`src/pscm_defines.svh`:
```
// Constants for the pedal sensor correlation monitor.
// Assumes a 100 MHz core clock and 12-bit sensor samples.
`ifndef PSCM_DEFINES_SVH
`define PSCM_DEFINES_SVH
`define PSCM_CLK_PERIOD_NS 10
`define PSCM_RUN_MIN_S 10
`define PSCM_RUN_MIN_CYC (`PSCM_RUN_MIN_S * 64'h3B9ACA00 / `PSCM_CLK_PERIOD_NS)
`define PSCM_SETTLE_CYC 2'h3
`define PSCM_HIST_CYCLES 25
`define PSCM_FAULT_NUMBER 17'h1004D
`define PSCM_FAILURE_MODE 5'h02
`define PSCM_TOL_DEFAULT 12'h0CC
`define PSCM_ADC_W 12
`endif

```
`src/pscm_pkg.sv`:
```
// Types shared by the pedal sensor correlation monitor.
// Assumes nothing of its surroundings.
package pscm_pkg;
  typedef enum logic [1:0] {
    PSCM_IGN_OFF = 2'b00,
    PSCM_IGN_ON = 2'b01,
    PSCM_IGN_FAILED = 2'b10
  } pscm_ign_e;
endpackage : pscm_pkg

```
`src/pscm_sync.sv`:
```
// Two-flop synchroniser for a pin level.
// Assumes the input is asynchronous to core_clk.
`timescale 1ns/10ps
module pscm_sync #(
  parameter int W = 1
) (
  input wire logic core_clk,
  input wire logic arst_n,
  input wire logic [W-1:0] asyncIn,
  output logic [W-1:0] syncOut
);
  logic [W-1:0] stage1_q;
  // First stage feeds only the second
  always_ff @(posedge core_clk or negedge arst_n) begin
    if (!arst_n) begin
      stage1_q <= '0;
      syncOut <= '0;
    end else begin
      stage1_q <= asyncIn;
      syncOut <= stage1_q;
    end
  end
endmodule : pscm_sync

```
`src/pscm_agree.sv`:
```
// Agreement test of the two opposite-going pedal sensors.
// Assumes samples are already synchronised to core_clk.
`timescale 1ns/10ps
`include "pscm_defines.svh"
module pscm_agree #(
  parameter int W = `PSCM_ADC_W
) (
  input wire logic core_clk,
  input wire logic arst_n,
  input wire logic [W-1:0] sensorA,
  input wire logic [W-1:0] sensorB,
  input wire logic [W-1:0] tolerance,
  output logic disagree_q
);
  // Sum of both readings spans full scale when they agree
  function automatic logic [W:0] absDiff(input logic [W:0] a, input logic [W:0] b);
    absDiff = (a > b) ? (a - b) : (b - a);
  endfunction : absDiff
  wire logic [W:0] sensorSum = {1'b0, sensorA} + {1'b0, sensorB};
  wire logic [W:0] fullScale = {1'b0, {W{1'b1}}};
  wire logic [W:0] error = absDiff(sensorSum, fullScale);
  always_ff @(posedge core_clk or negedge arst_n) begin
    if (!arst_n) disagree_q <= 1'b0;
    else disagree_q <= error > {1'b0, tolerance};
  end
endmodule : pscm_agree

```
`src/pscm_monitor.sv`:
```
// Pedal sensor correlation monitor: fault code, lamp, reduced power,
// idle throttle, and active/history fault clearing.
// Assumes sensor samples, ignition, engine-running and scan tool clear
// arrive as asynchronous levels; lever command is in core_clk domain.
`timescale 1ns/10ps
`include "pscm_defines.svh"
// How it works
// - Neutral lever is zero, rising away
// - Check runs with ignition, no 65581 fault
// - Disagreement sets fault 65613 mode 2
// - Lamp lights when check fails
// - Failure forces reduced power mode
// - Failure commands throttle to idle
// - Lever input ignored while faulted
// - Engine shutoff request under extra condition
// - Lamp holds for ignition cycle
// - Active fault clears on passing cycle
// - History clears after 25 long runs
// - Scan tool clear erases history
// - Check runs independently of others
module pscm_monitor #(
  parameter int W = `PSCM_ADC_W,
  parameter longint RUN_MIN_CYC = `PSCM_RUN_MIN_CYC,
  parameter int HIST_CYCLES = `PSCM_HIST_CYCLES
) (
  input wire logic core_clk,
  input wire logic arst_n,
  input wire logic [W-1:0] pedalSensorA,
  input wire logic [W-1:0] pedalSensorB,
  input wire logic [W-1:0] agreeTolerance,
  input wire logic ignitionOn,
  input wire logic engineRunning,
  input wire logic priorFaultSet,
  input wire logic scanToolClear,
  input wire logic shutoffCondition,
  input wire logic [W-1:0] leverCommand,
  output logic [W-1:0] pedalPosition,
  output logic [W-1:0] throttleCommand,
  output logic faultIndicatorLamp,
  output logic faultActive,
  output logic faultHistory,
  output logic [16:0] faultNumber,
  output logic [4:0] failureModeId,
  output logic reducedPower,
  output logic engineShutoff,
  output logic checkEnabled
);
  localparam logic [16:0] FAULT_NUM = `PSCM_FAULT_NUMBER;
  localparam logic [4:0] FAIL_MODE = `PSCM_FAILURE_MODE;

  // Synchronised pin levels
  logic [W-1:0] sensA, sensB;
  logic ignSync, runSync, priorSync, clrSync, offSync;
  pscm_sync #(.W(2 * W)) uSyncSens (
    .core_clk(core_clk),
    .arst_n(arst_n),
    .asyncIn({pedalSensorA, pedalSensorB}),
    .syncOut({sensA, sensB})
  );
  pscm_sync #(.W(5)) uSyncCtl (
    .core_clk(core_clk),
    .arst_n(arst_n),
    .asyncIn({ignitionOn, engineRunning, priorFaultSet, scanToolClear, shutoffCondition}),
    .syncOut({ignSync, runSync, priorSync, clrSync, offSync})
  );

  // Hold the check off until the compare holds real samples, since the
  // synchroniser reset value of both sensors reads as a disagreement
  localparam logic [1:0] SETTLE = `PSCM_SETTLE_CYC;
  logic [1:0] settle_q;
  wire logic settled = settle_q == SETTLE;
  always_ff @(posedge core_clk or negedge arst_n) begin
    if (!arst_n) settle_q <= 2'h0;
    else if (!settled) settle_q <= settle_q + 2'h1;
  end

  wire logic enable = ignSync && !priorSync && settled;
  logic disagree;
  pscm_agree #(.W(W)) uAgree (
    .core_clk(core_clk),
    .arst_n(arst_n),
    .sensorA(sensA),
    .sensorB(sensB),
    .tolerance(agreeTolerance),
    .disagree_q(disagree)
  );
  wire logic failNow = enable && disagree;
  wire logic passNow = enable && !disagree;

  // Ignition cycle tracking
  pscm_pkg::pscm_ign_e ign_q, ign_d;
  logic ignPrev_q;
  wire logic ignRise = ignSync && !ignPrev_q;
  wire logic ignFall = !ignSync && ignPrev_q;
  always_comb begin
    ign_d = ign_q;
    unique case (ign_q)
      pscm_pkg::PSCM_IGN_OFF: if (ignSync) ign_d = pscm_pkg::PSCM_IGN_ON;
      pscm_pkg::PSCM_IGN_ON: begin
        if (!ignSync) ign_d = pscm_pkg::PSCM_IGN_OFF;
        else if (failNow) ign_d = pscm_pkg::PSCM_IGN_FAILED;
      end
      pscm_pkg::PSCM_IGN_FAILED: if (!ignSync) ign_d = pscm_pkg::PSCM_IGN_OFF;
      default: ign_d = pscm_pkg::PSCM_IGN_OFF;
    endcase
  end
  always_ff @(posedge core_clk or negedge arst_n) begin
    if (!arst_n) begin
      ign_q <= pscm_pkg::PSCM_IGN_OFF;
      ignPrev_q <= 1'b0;
    end else begin
      ign_q <= ign_d;
      ignPrev_q <= ignSync;
    end
  end

  // Lamp on at failure held until key off
  logic lamp_q;
  always_ff @(posedge core_clk or negedge arst_n) begin
    if (!arst_n) lamp_q <= 1'b0;
    else if (failNow) lamp_q <= 1'b1;
    else if (ignFall || !ignSync) lamp_q <= 1'b0;
  end

  // Active fault set on failure cleared on pass in later cycle
  logic active_q, passArm_q;
  always_ff @(posedge core_clk or negedge arst_n) begin
    if (!arst_n) begin
      active_q <= 1'b0;
      passArm_q <= 1'b0;
    end else begin
      if (ignRise) passArm_q <= active_q;
      else if (failNow) passArm_q <= 1'b0;
      if (failNow) active_q <= 1'b1;
      else if (passArm_q && passNow && ign_q == pscm_pkg::PSCM_IGN_ON) active_q <= 1'b0;
    end
  end

  // Run cycle timer: a run counts when it lasts the minimum time
  // Counter widths sized from the configured limits
  localparam int RUN_TW = $clog2(RUN_MIN_CYC + 1);
  localparam int HIST_TW = $clog2(HIST_CYCLES + 1);
  logic [RUN_TW-1:0] runTmr_q;
  logic runLong_q, runFail_q, runPrev_q;
  wire logic runEnd = runPrev_q && !runSync;
  always_ff @(posedge core_clk or negedge arst_n) begin
    if (!arst_n) begin
      runTmr_q <= '0;
      runLong_q <= 1'b0;
      runFail_q <= 1'b0;
      runPrev_q <= 1'b0;
    end else begin
      runPrev_q <= runSync;
      if (!runSync) begin
        runTmr_q <= '0;
        runLong_q <= 1'b0;
        runFail_q <= 1'b0;
      end else begin
        if (!runLong_q) runTmr_q <= runTmr_q + 1'b1;
        if (runTmr_q == RUN_TW'(RUN_MIN_CYC - 1)) runLong_q <= 1'b1;
        if (failNow) runFail_q <= 1'b1;
      end
    end
  end

  // History cleared after 25 clean long runs or scan tool
  logic history_q;
  logic [HIST_TW-1:0] clean_q;
  wire logic cleanRun = runEnd && runLong_q && !runFail_q;
  always_ff @(posedge core_clk or negedge arst_n) begin
    if (!arst_n) begin
      history_q <= 1'b0;
      clean_q <= '0;
    end else if (failNow) begin
      history_q <= 1'b1;
      clean_q <= '0;
    end else if (clrSync) begin
      history_q <= 1'b0;
      clean_q <= '0;
    end else if (runEnd && runFail_q) begin
      clean_q <= '0;
    end else if (cleanRun && history_q) begin
      if (clean_q == HIST_TW'(HIST_CYCLES - 1)) begin
        history_q <= 1'b0;
        clean_q <= '0;
      end else clean_q <= clean_q + 1'b1;
    end
  end

  // Position from rising sensor; idle and lever ignored
  wire logic faulted = active_q || failNow;
  logic [W-1:0] pos_q, thr_q;
  logic reduced_q, shut_q;
  always_ff @(posedge core_clk or negedge arst_n) begin
    if (!arst_n) begin
      pos_q <= '0;
      thr_q <= '0;
      reduced_q <= 1'b0;
      shut_q <= 1'b0;
    end else begin
      pos_q <= sensA;
      thr_q <= faulted ? '0 : leverCommand;
      reduced_q <= faulted;
      shut_q <= faulted && offSync;
    end
  end

  assign pedalPosition = pos_q;
  assign throttleCommand = thr_q;
  assign faultIndicatorLamp = lamp_q;
  assign faultActive = active_q;
  assign faultHistory = history_q;
  assign faultNumber = active_q ? FAULT_NUM : 17'h00000;
  assign failureModeId = active_q ? FAIL_MODE : 5'h00;
  assign reducedPower = reduced_q;
  assign engineShutoff = shut_q;
  assign checkEnabled = enable;
endmodule : pscm_monitor

```
`config.mk`:
```
export PLATFORM = sky130hd
export DESIGN_NAME = pscm_monitor
export DESIGN_NICKNAME = d
export VERILOG_FILES = /design/src/pscm_pkg.sv /design/src/pscm_sync.sv /design/src/pscm_agree.sv /design/src/pscm_monitor.sv
export VERILOG_INCLUDE_DIRS = /design/src
export SDC_FILE = /design/constraint.sdc
export NUM_CORES = 1
export LEC_CHECK = 0
export ABC_AREA = 1
export BUFFER_PORTS_ARGS = -buffer_cell sky130_fd_sc_hd__buf_2
export CORE_MARGIN = 2
export CORE_UTILIZATION = 35
export CTS_BUF_LIST = sky130_fd_sc_hd__clkbuf_4
export DETAILED_ROUTE_END_ITERATION = 8
export SETUP_SLACK_MARGIN = 0.3
export SLEW_MARGIN = 0
export SYNTH_ARGS = -nofsm -noshare
export SYNTH_HDL_FRONTEND = slang
export SYNTH_SLANG_ARGS = --single-unit
```
`constraint.sdc`:
```
create_clock -name core_clk -period 3.5 [get_ports core_clk]
set_input_delay 0 -clock core_clk [delete_from_list [all_inputs] [get_ports core_clk]]
set_output_delay 0 -clock core_clk [all_outputs]
set_load 0.03 [all_outputs]
```
After elaboration in Yosys (flattened, before gate mapping)
Cells that the tools add are included.
- bits in registers: 132
- input bits: 55
- output and inout bits: 52
- logic and storage cells: 103
- $add $sub $neg: 6
- magnitude comparators: 2
- eq/ne operators: 12
- muxes and demuxes: 31
- reduce and logical (&&, ||, !) cells: 31
- operators with widths (operator ; number):
    $mux W30 ; 2
    $add A30 B1 Y30 const B ; 1
    $eq A30 B30 Y1 const B ; 1
    $mux W5 ; 5
    $mux W17 ; 1
    $mux W1 ; 15
    $logic_and A1 B1 Y1 ; 14
    $add A12 B12 Y13 ; 1
    $gt A13 B12 Y1 ; 1
    $gt A13 B12 Y1 const B ; 1
    $mux W13 ; 1
    $sub A12 B13 Y13 const A ; 1
    $sub A13 B12 Y13 const B ; 1
    $mux W12 ; 1
    $mux W2 ; 5
    $ne A2 B2 Y1 const B ; 4
    $logic_not A1 Y1 ; 6
    $pmux W2 S3 ; 1
    $reduce_and A3 Y1 ; 2
    $reduce_bool A2 Y1 ; 3
    $reduce_bool A3 Y1 ; 2
    $add A5 B1 Y5 const B ; 1
    $eq A5 B5 Y1 const B ; 1
    $eq A2 B2 Y1 const B ; 2
    other kinds (8) ; 9

Depth between registers and ports, before layout
Gate-level depths: netlist (run 1).
- depth in word-level cells: 9
- depth in mapped cells: 30
- depth with buffers taken out: 29

Cells and area by module
Synthesis (run 1) repeated with hierarchy kept, for this count alone.
- cell total of the unflattened synthesis: 814
- area total of the unflattened synthesis: 6726.5 um^2
- modules (own cells, without submodules) (module ; instances ; cells an instance ; area an instance (um^2) ; seq. area each (um^2)):
    pscm_monitor ; 1 ; 428 ; 3508.4 ; 1826.8
    pscm_agree ; 1 ; 328 ; 1766.7 ; 25.0
    pscm_sync (uSyncSens) ; 1 ; 48 ; 1201.2 ; 1201.2
    pscm_sync (uSyncCtl) ; 1 ; 10 ; 250.2 ; 250.2

Worst setup path after synthesis (run 1)
No wires, ideal clock.
- kind: register -> register
- from: reg uSyncSens.syncOut[12]
- to: reg uAgree.disagree_q
- library setup time: 0.129 ns
- arrival time: 3.475 ns
- data required time: 3.371 ns
- setup slack: -0.104 ns
- cell stages (with the launch flop): 29
- buffers on the path: 1
- period minus slack after synthesis: 3.604 ns
- cell sequence: dfrtp_1 ha_1 inv_1 fa_1 inv_1 ha_1 inv_1 nor2_1 nand2_4 nor2_4 nand3_2 nor2_4 nand3_2 nand2_4 nand2_4 buf_8 nand2_2 nand2_1 inv_1 ha_1 a21oi_1 o21a_1 o31ai_1 nand2_1 nand3_1 nand2_1 nand2_1 a21oi_1 o21ai_2
- longest elaborated chain between the ends: 4
- elaborated cells between the ends (all ways): 6
- classes of those cells: 3 x add/sub; 2 x order compare; 1 x mux
- ends and longest elaborated chain (what ; RTL line ; text):
    start, declared ; pscm_sync.sv:10 ; output logic [W-1:0] syncOut
    start signal, assigned ; pscm_sync.sv:20 ; syncOut <= stage1_q;
    $add A12 B12 Y13 * ; pscm_agree.sv:19 ; wire logic [W:0] sensorSum = {1'b0, sensorA} + {1'b0, sensorB};
    $sub A12 B13 Y13, or another cell as far along ; pscm_agree.sv:17 ; absDiff = (a > b) ? (a - b) : (b - a);
    $mux W13 * ; pscm_agree.sv:17 ;
    $gt A13 B12 Y1 * ; pscm_agree.sv:24 ; else disagree_q <= error > {1'b0, tolerance};
    end signal, assigned ; pscm_agree.sv:24 ;
    end, declared ; pscm_agree.sv:13 ; output logic disagree_q
Every way passes the cells marked *; elsewhere a longest branch is shown, timed or not.
A chain may end at the register's enable or synchronous reset.

Final worst setup path (run 1)
- from: reg uSyncSens.syncOut[20]
- to: reg uAgree.disagree_q
Same word-level chain as after synthesis.

==> summary.txt, run 1 <==
Final layout
  • Area growth from synthesis to layout: 26.0%
  • Fill cell count: 1,778
  • Inserted Diodes: 0
  • Share of post-route cells with drive strength above 1: 0.237
  • Nets@finish: 996

Yosys
  • Largest family of logic cells by synthesized area: simple AND/OR/NAND/NOR gates
  • Synth Warn #: 0
  • Primary FF master, synth: dfrtp_1
  • Synth area leaders: dfrtp_1 (51%), nand2_1 (9.0%), inv_1 (7.0%), ha_1 (5.6%), nor2_1 (3.5%)
  • Async SR Flop Fraction: 1.00
  • Simple-Gate Fraction of Synth Area: 0.250
  • Synth top area share: 0.510
  • Sequential area share after synthesis: 0.510
  • XOR/XNOR share of the synthesized area: 0.0108
  • Count of cell types in the netlist: 42
  • Compound-Gate Fraction of Synth Area: 0.0651
  • Post-synthesis mux area share: 0.00174
  • #FFs+latches synth: 132
  • Number of enable flip-flop cells after synthesis: 0
  • Synth area leader: dfrtp_1
  • Area of the mapped netlist: 6480 um2
  • Post-Synth Adder-Cell Area: 0.0591
  • Syn avg cell area: 8.69 um2
  • Cell count after synthesis: 745

GRT
  • Vias in the first global route: 5,136
  • Largest net degree at the start of global routing: 91
  • First-pass GRT wire length: 23,900 um
  • Grt ovf: 0
  • Initial antenna violation count: 0
  • Global Route Usage Sum: 0.151

Clock tree
  • CTS Sinks: 132
  • Clk slew on worst S/H paths: 0.14 ns
  • CTS tree: done
  • Root Driver: clkbuf_4
  • Clock tree buffer depth: 2
  • Latest clock arrival within the worst-skew pair: 0.54 ns
  • Number of buffers created by CTS: 17
  • Clock H-tree levels: 4

Critical path
  • Crit Path Category: flip-flop to flip-flop
  • Critical path data arrival time: 3.89 ns
  • CP max FO: 6
  • Critical path origin: uSyncSens.syncOut[20]
  • CP startpoint kind: flip-flop
  • Slowest library cell on the worst path: dfrtp_1
  • Crit path top cell by count: nand2_1
  • Required time of the critical path: 3.98 ns
  • Crit path cell chain: ha_2 -> nand2_1 -> nor2_1 -> nand3_1 -> nand4_1 -> nand2_1 -> nor2_1 -> nand2_1 -> nor2_2 -> nand2_4 -> nand2_8 -> nand2_2 -> nand2_1 -> inv_2 -> ha_4 -> nand2_1 -> o21a_1 -> o31ai_1 -> nand2_1 -> nand3_1 -> nand2_1 -> nand2_1 -> a21oi_2 -> o21ai_2
  • Worst Setup End Kind: flip-flop
  • Crit Reg-Reg Startpoint: uSyncSens.syncOut[20]
  • Biggest cell delay along the critical path: 0.41 ns
  • Depth of the worst register-to-register path: 24

Status
  • Run status: completed

Power and ir drop
  • Sw power: 1.24 mW
  • Sw Ratio: 0.347
  • Max VDD drop: 0.198 mV
  • Sequential share of power: 0.468
  • Power Total: 3.56 mW
  • PwrDens: 436 nW/um2
  • Internal power: 2.32 mW
  • LEAKAGE: 4.09 nW
  • Clock network power share: 0.270
  • Gate power share: 0.262

Place
  • Hpwl dp: 10,300 um
  • Gpl congestion: 0.846
  • Port Buffer Count: 90
  • Pre-CTS setup slack: -0.00897 ns

Die
  • Starting density of the core: 0.358
  • Ports: 107
  • Die ar.: 19,600 um2
  • Number of core rows: 49
  • Die height: 140 um
  • Die W: 140 um
  • Core box area: 18,100 um2

STA
  • Final setup fails: 0
  • Final Critical Period: 3.40 ns
  • Unrepaired setup endpoints after global routing: true
  • PnR worst setup slack: 0.0950 ns
  • Fmax: 294 MHz
  • Final period utilization: 0.973
  • Slew headroom: 0.455
  • Clock skew: 0.0311 ns
  • Final Hold Viols: 0
  • Worst slew pin tran: 0.817 ns
  • Final slew viol count: 0
  • Setup TNS: 0 ns
  • Fin Hold WS: 0.0748 ns

Detailed routing
  • Via count: 5,199
  • Pre-Repair DR Iteration Count: 6
  • Total wire length: 14,000 um
  • DR WL/cell: 12.1 um
  • Final ANT Viol Nets: 0
  • # DRC: 0
  • Vias per Instance: 4.51
  • Initial DRC Count: 250

Hold path
  • HP Class: input port to asynchronous set/reset pin

Job
  • # Max-Cap Violations: 0
==> cell families after synthesis <==
kind of cell             after synthesis
multiplexers                           1
buffers and inverters                152
AND/OR/NAND/NOR                      347
XOR/XNOR                               8
other                                  1
flip-flops                           132
AO/OA/AOI/OAI                         74
adder cells (fa/ha/maj)               30
==> routing by layer <==
layer | global-route usage | share of wire | vias up
met3 | 0.0345 | 0.029 | 20
met4 | 0.0505 | 0.015 | 0
met5 | 0 | 0 | -
li1 | - | - | 2678
met2 | 0.262 | 0.50 | 83
met1 | 0.187 | 0.45 | 2418
==> through the flow <==
| step | utilization | area, um2 | std cells |
|---|---|---|---|
| 6_report | 0.451 | 8160 | 1153 |
| 4_1_cts | 0.449 | 8110 | 1152 |
| 2_1_floorplan | - | 6590 | 760 |
| 5_1_grt | 0.451 | 8160 | 1153 |
| 3_3_place_gp | 0.402 | 7270 | 1069 |
| 3_5_place_dp | 0.402 | 7270 | 1069 |
==> final timing paths <==
path / slack [ns] / to
setup / recovery: 0.1 / uAgree.disagree_q
hold / removal: 0.07 / throttleCommand[10]
setup reg to reg: 0.1 / uAgree.disagree_q
hold reg to reg: 0.34 / uSyncSens.syncOut[13]
max in group asynchronous: 2.61 / faultActive
min in group core_clk: 0.08 / uAgree.disagree_q
==> flip-flops by register name (all words and copies together) (netlist names), 2 cells and up <==
name	cells
clean_q	5
ign_q	2
pedalPosition	12
runTmr_q	30
settle_q	2
throttleCommand	12
uSyncCtl.stage1_q	5
uSyncCtl.syncOut	5
uSyncSens.stage1_q	24
uSyncSens.syncOut	24
==> what timing repair did <==
action / CTS / global route
hold buffers: 45 / 0
gates resized for setup: 10 / 10
pin swaps: 13 / 2
setup buffers: 5 / 1
hold endpoints to repair: 130 / 0
gates cloned: 1 / 0
setup endpoints to repair: 1 / 1
==> synthesized netlist by cell type (3+ instances only) <==
cell type,instances
buf_4,22
xnor2_1,4
nor3_1,14
nor2_4,4
a21oi_1,32
a31oi_1,3
nor2_2,6
nand2_4,5
nand4_1,26
nor2_1,61
nand2_1,156
o21ai_0,22
nand3_1,45
nor4_1,6
dfrtp_1,132
inv_1,121
ha_1,29
xor2_1,4
nand2_2,17
o31ai_1,5
==> final cells by class <==
| cell class | instances | area (um2) | share of cell area |
|---|---|---|---|
| multi-input cells | 477 | 2750 | 0.337 |
| inverters | 124 | 465 | 0.0570 |
| clock inverters | 13 | 126 | 0.0155 |
| well taps | 229 | 287 | 0.0351 |
| clock buffers | 19 | 143 | 0.0175 |
| flip-flops and latches | 132 | 3300 | 0.405 |
| repair buffers | 159 | 1090 | 0.134 |
==> power groups by stage <==
| stage | logic [mW] | clock network (mW) | registers, mW |
|---|---|---|---|
| 5_1_grt | 1.04 | 1.08 | 1.68 |
| 3_5_place_dp | 0.852 | 0 | 1.69 |
| 2_1_floorplan | 0.536 | 0 | 1.78 |
| 4_1_cts | 0.923 | 1.01 | 1.66 |
| 6_report | 0.934 | 0.961 | 1.66 |
| 3_3_place_gp | 0.850 | 0 | 1.69 |
==> worst max-delay path: cells and delay by family, from the launching register on <==
kind                     cells  cell delay (ns)
AND/OR/NAND/NOR             17             1.82
buffers and inverters        1             0.05
flip-flops                   1             0.41
adder cells (fa/ha/maj)      2             0.65
AO/OA/AOI/OAI                4             0.41
==> cell usage in the layout (no fill, tap or decap), types with 14 or more instances in the layout <==
master	count
buf_2	89
o21ai_0	22
conb_1	16
nor3_1	14
nand2_2	20
a21oi_1	27
nand2_1	152
dlygate4sd3_1	45
nand4_1	26
clkbuf_4	19
dfrtp_1	132
ha_1	20
nor2_1	60
nand3_1	42
inv_1	114
buf_4	23
No activity file was read; power rests on OpenSTA's default activity.
==> run 2: changes to the inputs <==
ABC_AREA = not set   (was 1)
CTS_BUF_LIST = sky130_fd_sc_hd__clkbuf_8   (was sky130_fd_sc_hd__clkbuf_4)
==> summary.txt, run 2 <==
Yosys
  • Synth area leader: dfrtp_1
  • Synth Warn #: 0 (unchanged)
  • Largest family of logic cells by synthesized area: simple AND/OR/NAND/NOR gates
  • Area of the mapped netlist: 5900 um2 (-8.9%)
  • Syn avg cell area: 11.2 um2 (+29%)
  • Number of enable flip-flop cells after synthesis: 0 (unchanged)
  • Post-synthesis mux area share: 0.00954 (+0.00780)
  • Synth area leaders: dfrtp_1 (56%), ha_1 (6.1%), xnor2_1 (3.9%), nand2_1 (2.9%), buf_4 (2.8%)
  • #FFs+latches synth: 132 (unchanged)
  • XOR/XNOR share of the synthesized area: 0.0549 (+0.0441)
  • Sequential area share after synthesis: 0.560 (+0.0498)
  • Count of cell types in the netlist: 56 (+33%)
  • Compound-Gate Fraction of Synth Area: 0.0789 (+0.0138)
  • Primary FF master, synth: dfrtp_1
  • Most common cell in the netlist: dfrtp_1
  • Simple-Gate Fraction of Synth Area: 0.182 (-0.0674)
  • Async SR Flop Fraction: 1.00 (unchanged)
  • Post-Synth Adder-Cell Area: 0.0649 (+0.00577)
  • Cell count after synthesis: 528 (-29%)
  • Commonest cells post-synth: dfrtp_1 (132), nand2_1 (46), ha_1 (29)
  • Synth top area share: 0.560 (+0.0498)

GRT
  • Vias in the first global route: 4,619 (-10%)
  • Global Route Usage Sum: 0.147 (-0.00434)
  • Largest net degree at the start of global routing: 80 (-12%)
  • First-pass GRT wire length: 21,100 um (-12%)
  • Grt ovf: 0 (unchanged)
  • Initial antenna violation count: 1 (+1)

STA
  • Final period utilization: 1.13 (+0.160)
  • Final slew viol count: 0 (unchanged)
  • Fmax: 252 MHz (-14%)
  • Final setup fails: 1 (+1)
  • Clock skew: 0.00983 ns (-0.0213 ns)
  • Unrepaired setup endpoints after global routing: true
  • PnR worst setup slack: -0.466 ns (-0.561 ns)
  • Final Hold Viols: 0 (unchanged)
  • Worst slew pin tran: 0.953 ns (+0.135 ns)
  • Final Critical Period: 3.97 ns (+0.561 ns)
  • Slew headroom: 0.365 (-0.0903)

Final layout
  • Area growth from synthesis to layout: 30.6%
  • Most flop-heavy register: runTmr_q
  • Cell Count, Final, Fillers Out: 941 (-18%)
  • Core Util, Final: 0.466 (+0.0150)
  • Fill cell count: 1,537 (-14%)
  • Nets@finish: 792 (-20%)
  • Commonest non-fill, non-tap cell in the layout: dfrtp_1
  • Final instance area: 7700 um2 (-5.6%)
  • Max reg flops: 30 (unchanged)
  • Share of post-route cells with drive strength above 1: 0.260 (+0.0231)
  • Commonest non-fill, non-tap cells in the layout: dfrtp_1 (132), buf_2 (89), nand2_1 (46)
  • Largest regs: runTmr_q: 30 flops, uSyncSens.stage1_q: 24 flops, uSyncSens.syncOut: 24 flops

Die
  • Die W: 134 um (-4.4%)
  • Number of core rows: 47 (-4.1%)
  • Starting density of the core: 0.357 (-0.000993)
  • Ports: 107 (unchanged)
  • Core box area: 16,500 um2 (-8.6%)
  • Die height: 134 um (-4.4%)
  • Die ar.: 17,900 um2 (-8.6%)

Detailed routing
  • Final ANT Viol Nets: 0 (unchanged)
  • Pre-Repair DR Iteration Count: 4 (-2)
  • DR WL/cell: 12.9 um (+6.6%)
  • Initial DRC Count: 200 (-20%)
  • Total wire length: 12,200 um (-13%)
  • # DRC: 0 (unchanged)
  • Via count: 4,349 (-16%)
  • Vias per Instance: 4.62 (+2.5%)

Hold path
  • HP Class: input port to flip-flop

Place
  • Placed cells: 866 (-19%)
  • Hpwl dp: 8640 um (-16%)
  • Port Buffer Count: 90 (unchanged)
  • Placed Area: 6850 um2 (-5.8%)
  • Gpl congestion: 0.847 (+0.17%)

Power and ir drop
  • PwrDens: 499 nW/um2 (+14%)
  • Max VDD drop: 0.540 mV (+170%)
  • Power Total: 3.85 mW (+8.1%)
  • LEAKAGE: 3.67 nW (-10%)

Clock tree
  • CTS tree: done
  • Clk slew on worst S/H paths: 0.07 ns (-0.07 ns)
  • Clock H-tree levels: 4 (unchanged)
  • CTS Sinks: 132 (unchanged)
  • Clock tree buffer depth: 2 (unchanged)
  • Number of buffers created by CTS: 17 (unchanged)
  • Post-CTS setup buffer count: 0 (-5)
  • Latest clock arrival within the worst-skew pair: 0.43 ns (-0.11 ns)
  • Root Driver: clkbuf_8

Critical path
  • CP max FO: 3 (-3)
  • CP startpoint kind: flip-flop
  • Required time of the critical path: 3.79 ns (-0.19 ns)
  • Critical path data arrival time: 4.26 ns (+0.37 ns)
  • Worst Setup End Kind: flip-flop
  • Crit Path Category: flip-flop to flip-flop

Status
  • Failing checks: setup timing
  • Run status: finished with violations

Job
  • # Max-Cap Violations: 0 (unchanged)
run 2: cell count changes in the layout (fill, tap and decap cells not counted), moves of 22 or more:
cell | before | now
xnor2_1 | 4 | 26
inv_1 | 114 | 30
nand2_1 | 152 | 46
and2_1 | 2 | 25
nand3_1 | 42 | 17
nor2_1 | 60 | 25
run 2: power breakdown:
group | switching, mW | total (mW) | internal, mW
logic | 0.563 | 0.929 | 0.366
registers | 0.0607 | 1.69 | 1.63
clock network | 0.548 | 1.22 | 0.676
total | 1.17 | 3.85 | 2.67
run 2: final cells by class:
type | count | area, um2 | share of cell area
multi-input combinational | 356 | 2450 | 0.319
sequential | 132 | 3300 | 0.429
clock buffer | 20 | 275 | 0.0357
tap | 220 | 275 | 0.0357
timing repair buffer | 172 | 1170 | 0.152
clock inverter | 11 | 113 | 0.0146
inverter | 28 | 105 | 0.0136
antenna | 2 | 5.00 | 0.000650
run 2: final timing paths:
path | start | endpoint | slack [ns] | depth (start not counted)
max in group asynchronous | arst_n | uSyncSens.syncOut[21] | 2.24 | 3
worst max-delay path | uSyncSens.syncOut[12] | uAgree.disagree_q | -0.47 | 20
worst min-delay path | agreeTolerance[11] | uAgree.disagree_q | 0.07 | 5
worst max register to register | uSyncSens.syncOut[12] | uAgree.disagree_q | -0.47 | 20
worst min register to register | uSyncSens.stage1_q[10] | uSyncSens.syncOut[10] | 0.35 | 0
min in group asynchronous | arst_n | settle_q[1] | 0.26 | 2
run 2: layer usage:
layer | GRT usage | share of wire
met5 | 0 | 0
met4 | 0.0455 | 0.0088
met3 | 0.0431 | 0.042
met2 | 0.256 | 0.51
met1 | 0.176 | 0.43
run 2: worst max-delay path: stages, from the launching register on:
cell	delay, ns
dfrtp_1	0.39
ha_2	0.20
inv_2	0.06
fa_2	0.21
nand2b_4	0.15
a21oi_2	0.08
or4b_4	0.52
a211oi_4	0.28
buf_4	0.14
nor2_1	0.05
o22a_2	0.22
nor2_4	0.13
mux2_4	0.32
ha_4	0.21
nor2b_1	0.12
o21ai_1	0.11
nand2b_1	0.08
a21oi_2	0.14
o21ai_2	0.07
a221oi_2	0.26
o32ai_1	0.10
run 2: stage by stage:
stage               TNS (ns)  hold slack [ns]  setup WS [ns]
finish                -0.466           0.0662         -0.466
global route          -0.691           0.0898         -0.691
CTS                   -0.489           0.0364         -0.489
detailed placement    -0.602            0.110         -0.602
global placement      -0.496            0.109         -0.496
floorplan             -0.324           -0.296         -0.324
run 2: what timing repair did:
| item | 4_1_cts | 5_1_grt |
|---|---|---|
| pin swaps | 12 | 3 |
| setup endpoints to repair | 1 | 1 |
| endpoints found under the hold margin | 118 | 0 |
| gates resized for setup | 8 | 1 |
| hold buffers | 42 | 0 |
run 2: kinds of logic after synthesis:
kind of cell               Yosys count
muxes                                5
buffers and inverters               55
and+or+nand+nor                    196
adders and majority gates           30
AOI/OAI and AO/OA                   72
DFF                                132
xor gates and xnor gates            37
other                                1
==> run 3: changes to the inputs <==
==> constraint.sdc (replaced) <==
create_clock -name core_clk -period 3.5 [get_ports core_clk]
set_input_delay 0.175 -clock core_clk [delete_from_list [all_inputs] [get_ports core_clk]]
set_output_delay 0.175 -clock core_clk [all_outputs]
set_load 0.03 [all_outputs]
==> summary.txt, run 3 (synthesis results as in run 2) <==
Clock tree
  • Clock H-tree levels: 4 (unchanged)
  • CTS tree: done
  • Clk slew on worst S/H paths: 0.07 ns (about the same)
  • Root Driver: clkbuf_8
  • Number of buffers created by CTS: 17 (unchanged)
  • Clock tree buffer depth: 2 (unchanged)
  • CTS Sinks: 132 (unchanged)
  • Latest clock arrival within the worst-skew pair: 0.43 ns (about the same)

GRT
  • Initial antenna violation count: 0 (-1)
  • Largest net degree at the start of global routing: 90 (+13%)
  • Global Route Usage Sum: 0.143 (-0.00333)
  • First-pass GRT wire length: 20,600 um (-2.5%)
  • Grt ovf: 0 (unchanged)
  • Vias in the first global route: 4,571 (-1.0%)

Detailed routing
  • Pre-Repair DR Iteration Count: 4 (unchanged)
  • Final ANT Viol Nets: 0 (unchanged)
  • Via count: 4,381 (+0.74%)
  • Total wire length: 12,200 um (+0.11%)
  • # DRC: 0 (unchanged)
  • Vias per Instance: 4.65 (+0.63%)
  • Initial DRC Count: 191 (-4.5%)
  • DR WL/cell: 12.9 um (about the same)

Hold path
  • HP Class: input port to flip-flop

Status
  • Run status: finished with violations
  • Failing checks: setup timing

Final layout
  • Most flop-heavy register: runTmr_q
  • Share of post-route cells with drive strength above 1: 0.263 (+0.00307)
  • Commonest non-fill, non-tap cell in the layout: dfrtp_1
  • Inserted Diodes: 0 (-2)
  • Commonest non-fill, non-tap cells in the layout: dfrtp_1 (132), buf_2 (89), nand2_1 (46)
  • Cell Count, Final, Fillers Out: 942 (+0.11%)
  • Largest regs: runTmr_q: 30 flops, uSyncSens.stage1_q: 24 flops, uSyncSens.syncOut: 24 flops
  • Core Util, Final: 0.467 (+0.00121)
  • Area growth from synthesis to layout: 30.9%
  • Max reg flops: 30 (unchanged)
  • Nets@finish: 795 (+0.38%)

Place
  • Hpwl dp: 8540 um (-1.1%)
  • Gpl congestion: 0.819 (-3.3%)
  • Placed cells: 865 (-0.12%)
  • Port Buffer Count: 90 (unchanged)
  • Pre-CTS setup slack: -0.622 ns (-0.0198 ns)

Power and ir drop
  • LEAKAGE: 3.69 nW (+0.49%)
  • PwrDens: 493 nW/um2 (-1.3%)
  • Max VDD drop: 0.513 mV (-5.0%)
  • Power Total: 3.81 mW (-1.0%)

STA
  • Clock skew: 0.0133 ns (+0.00351 ns)
  • PnR worst setup slack: -0.497 ns (-0.0320 ns)
  • Unrepaired setup endpoints after global routing: true
  • Final setup fails: 1 (unchanged)
  • Fmax: 250 MHz (-0.80%)
  • Final slew viol count: 0 (unchanged)
  • Final Hold Viols: 0 (unchanged)
  • Slew headroom: 0.272 (-0.0934)
  • Worst slew pin tran: 1.09 ns (+0.140 ns)
  • Final period utilization: 1.14 (+0.00913)
  • Final Critical Period: 4.00 ns (+0.0320 ns)

Die
  • Core box area: 16,500 um2 (unchanged)
  • Die height: 134 um (unchanged)
  • Die W: 134 um (unchanged)
  • Number of core rows: 47 (unchanged)
  • Ports: 107 (unchanged)
  • Starting density of the core: 0.357 (unchanged)
  • Die ar.: 17,900 um2 (unchanged)

Critical path
  • CP startpoint kind: flip-flop
  • Crit Path Category: flip-flop to flip-flop
  • Critical path data arrival time: 4.29 ns (+0.03 ns)
  • Required time of the critical path: 3.79 ns (about the same)
  • Worst Setup End Kind: flip-flop
  • CP max FO: 3 (unchanged)

Job
  • # Max-Cap Violations: 0 (unchanged)
==> run 3: cell count changes in the layout (fill, tap and decap cells not counted), moves of 2 or more <==
cell	before	now
buf_4	41	43
ha_2	2	0
diode_2	2	0
clkbuf_8	20	18
==> run 3: worst paths after layout <==
path                                       start                   end  slack, ns  cells past startpoint
setup / recovery           uSyncSens.syncOut[12]     uAgree.disagree_q      -0.50                     20
hold / removal                agreeTolerance[11]     uAgree.disagree_q       0.25                      5
setup reg to reg           uSyncSens.syncOut[12]     uAgree.disagree_q      -0.50                     20
hold reg to reg            uSyncSens.stage1_q[9]  uSyncSens.syncOut[9]       0.35                      0
max in group asynchronous                 arst_n      pedalPosition[3]       2.18                      3
min in group asynchronous                 arst_n  uSyncCtl.stage1_q[4]       0.51                      2
==> run 3: routing by layer <==
layer / share of wire / global-route usage / vias up / routed length [um]
met1: 0.43 / 0.170 / 2100 / 5280
li1: - / - / 2142 / -
met4: 0.022 / 0.0567 / 0 / 267
met5: 0 / 0 / - / 0
met2: 0.50 / 0.247 / 114 / 6110
met3: 0.045 / 0.0397 / 25 / 547
==> run 3: critical path, stage by stage, from the launching register on <==
cell and delay, ns:
dfrtp_1 0.41, ha_4 0.18, inv_2 0.05, fa_2 0.19, nand2b_4 0.14, a21oi_4 0.06
or4b_4 0.55, a211oi_4 0.28, buf_4 0.15, nor2_2 0.04, o22a_2 0.24, nor2_4 0.13
mux2_4 0.32, ha_4 0.22, nor2b_4 0.12, o21ai_1 0.13, nand2b_1 0.08, a21oi_2 0.13
o21ai_2 0.07, a221oi_2 0.26, o32ai_1 0.10
==> run 3: timing repair <==
action | 4_1_cts | 5_1_grt
setup endpoints to repair | 1 | 1
hold buffers | 42 | 0
setup buffers | 2 | 2
cloned | 0 | 0
resized for setup | 2 | 7
pin swaps | 5 | 10
endpoints found under the hold margin | 111 | 0
==> run 3: area by class of cell <==
type	count	area [um2]
repair buffers	175	1210
flip-flops and latches	132	3300
well taps	220	275
fillers	1514	8800
inverters	28	105
clock buffers	18	248
multi-input cells	356	2460
clock inverters	13	121
==> run 3: power by group <==
group,total (mW),switching (mW),internal [mW]
clock,1.18,0.549,0.633
combinational,0.935,0.560,0.375
sequential,1.69,0.0582,1.63
==> run 3: through the flow <==
step | setup TNS [ns] | hold WS, ns | instance area [um2]
finish | -0.497 | 0.248 | 7720
global route | -0.695 | 0.273 | 7720
CTS | -0.496 | 0.246 | 7670
detailed placement | -0.622 | 0.284 | 6850
global placement | -0.495 | 0.283 | 6850
floorplan | -0.324 | -0.121 | 6000
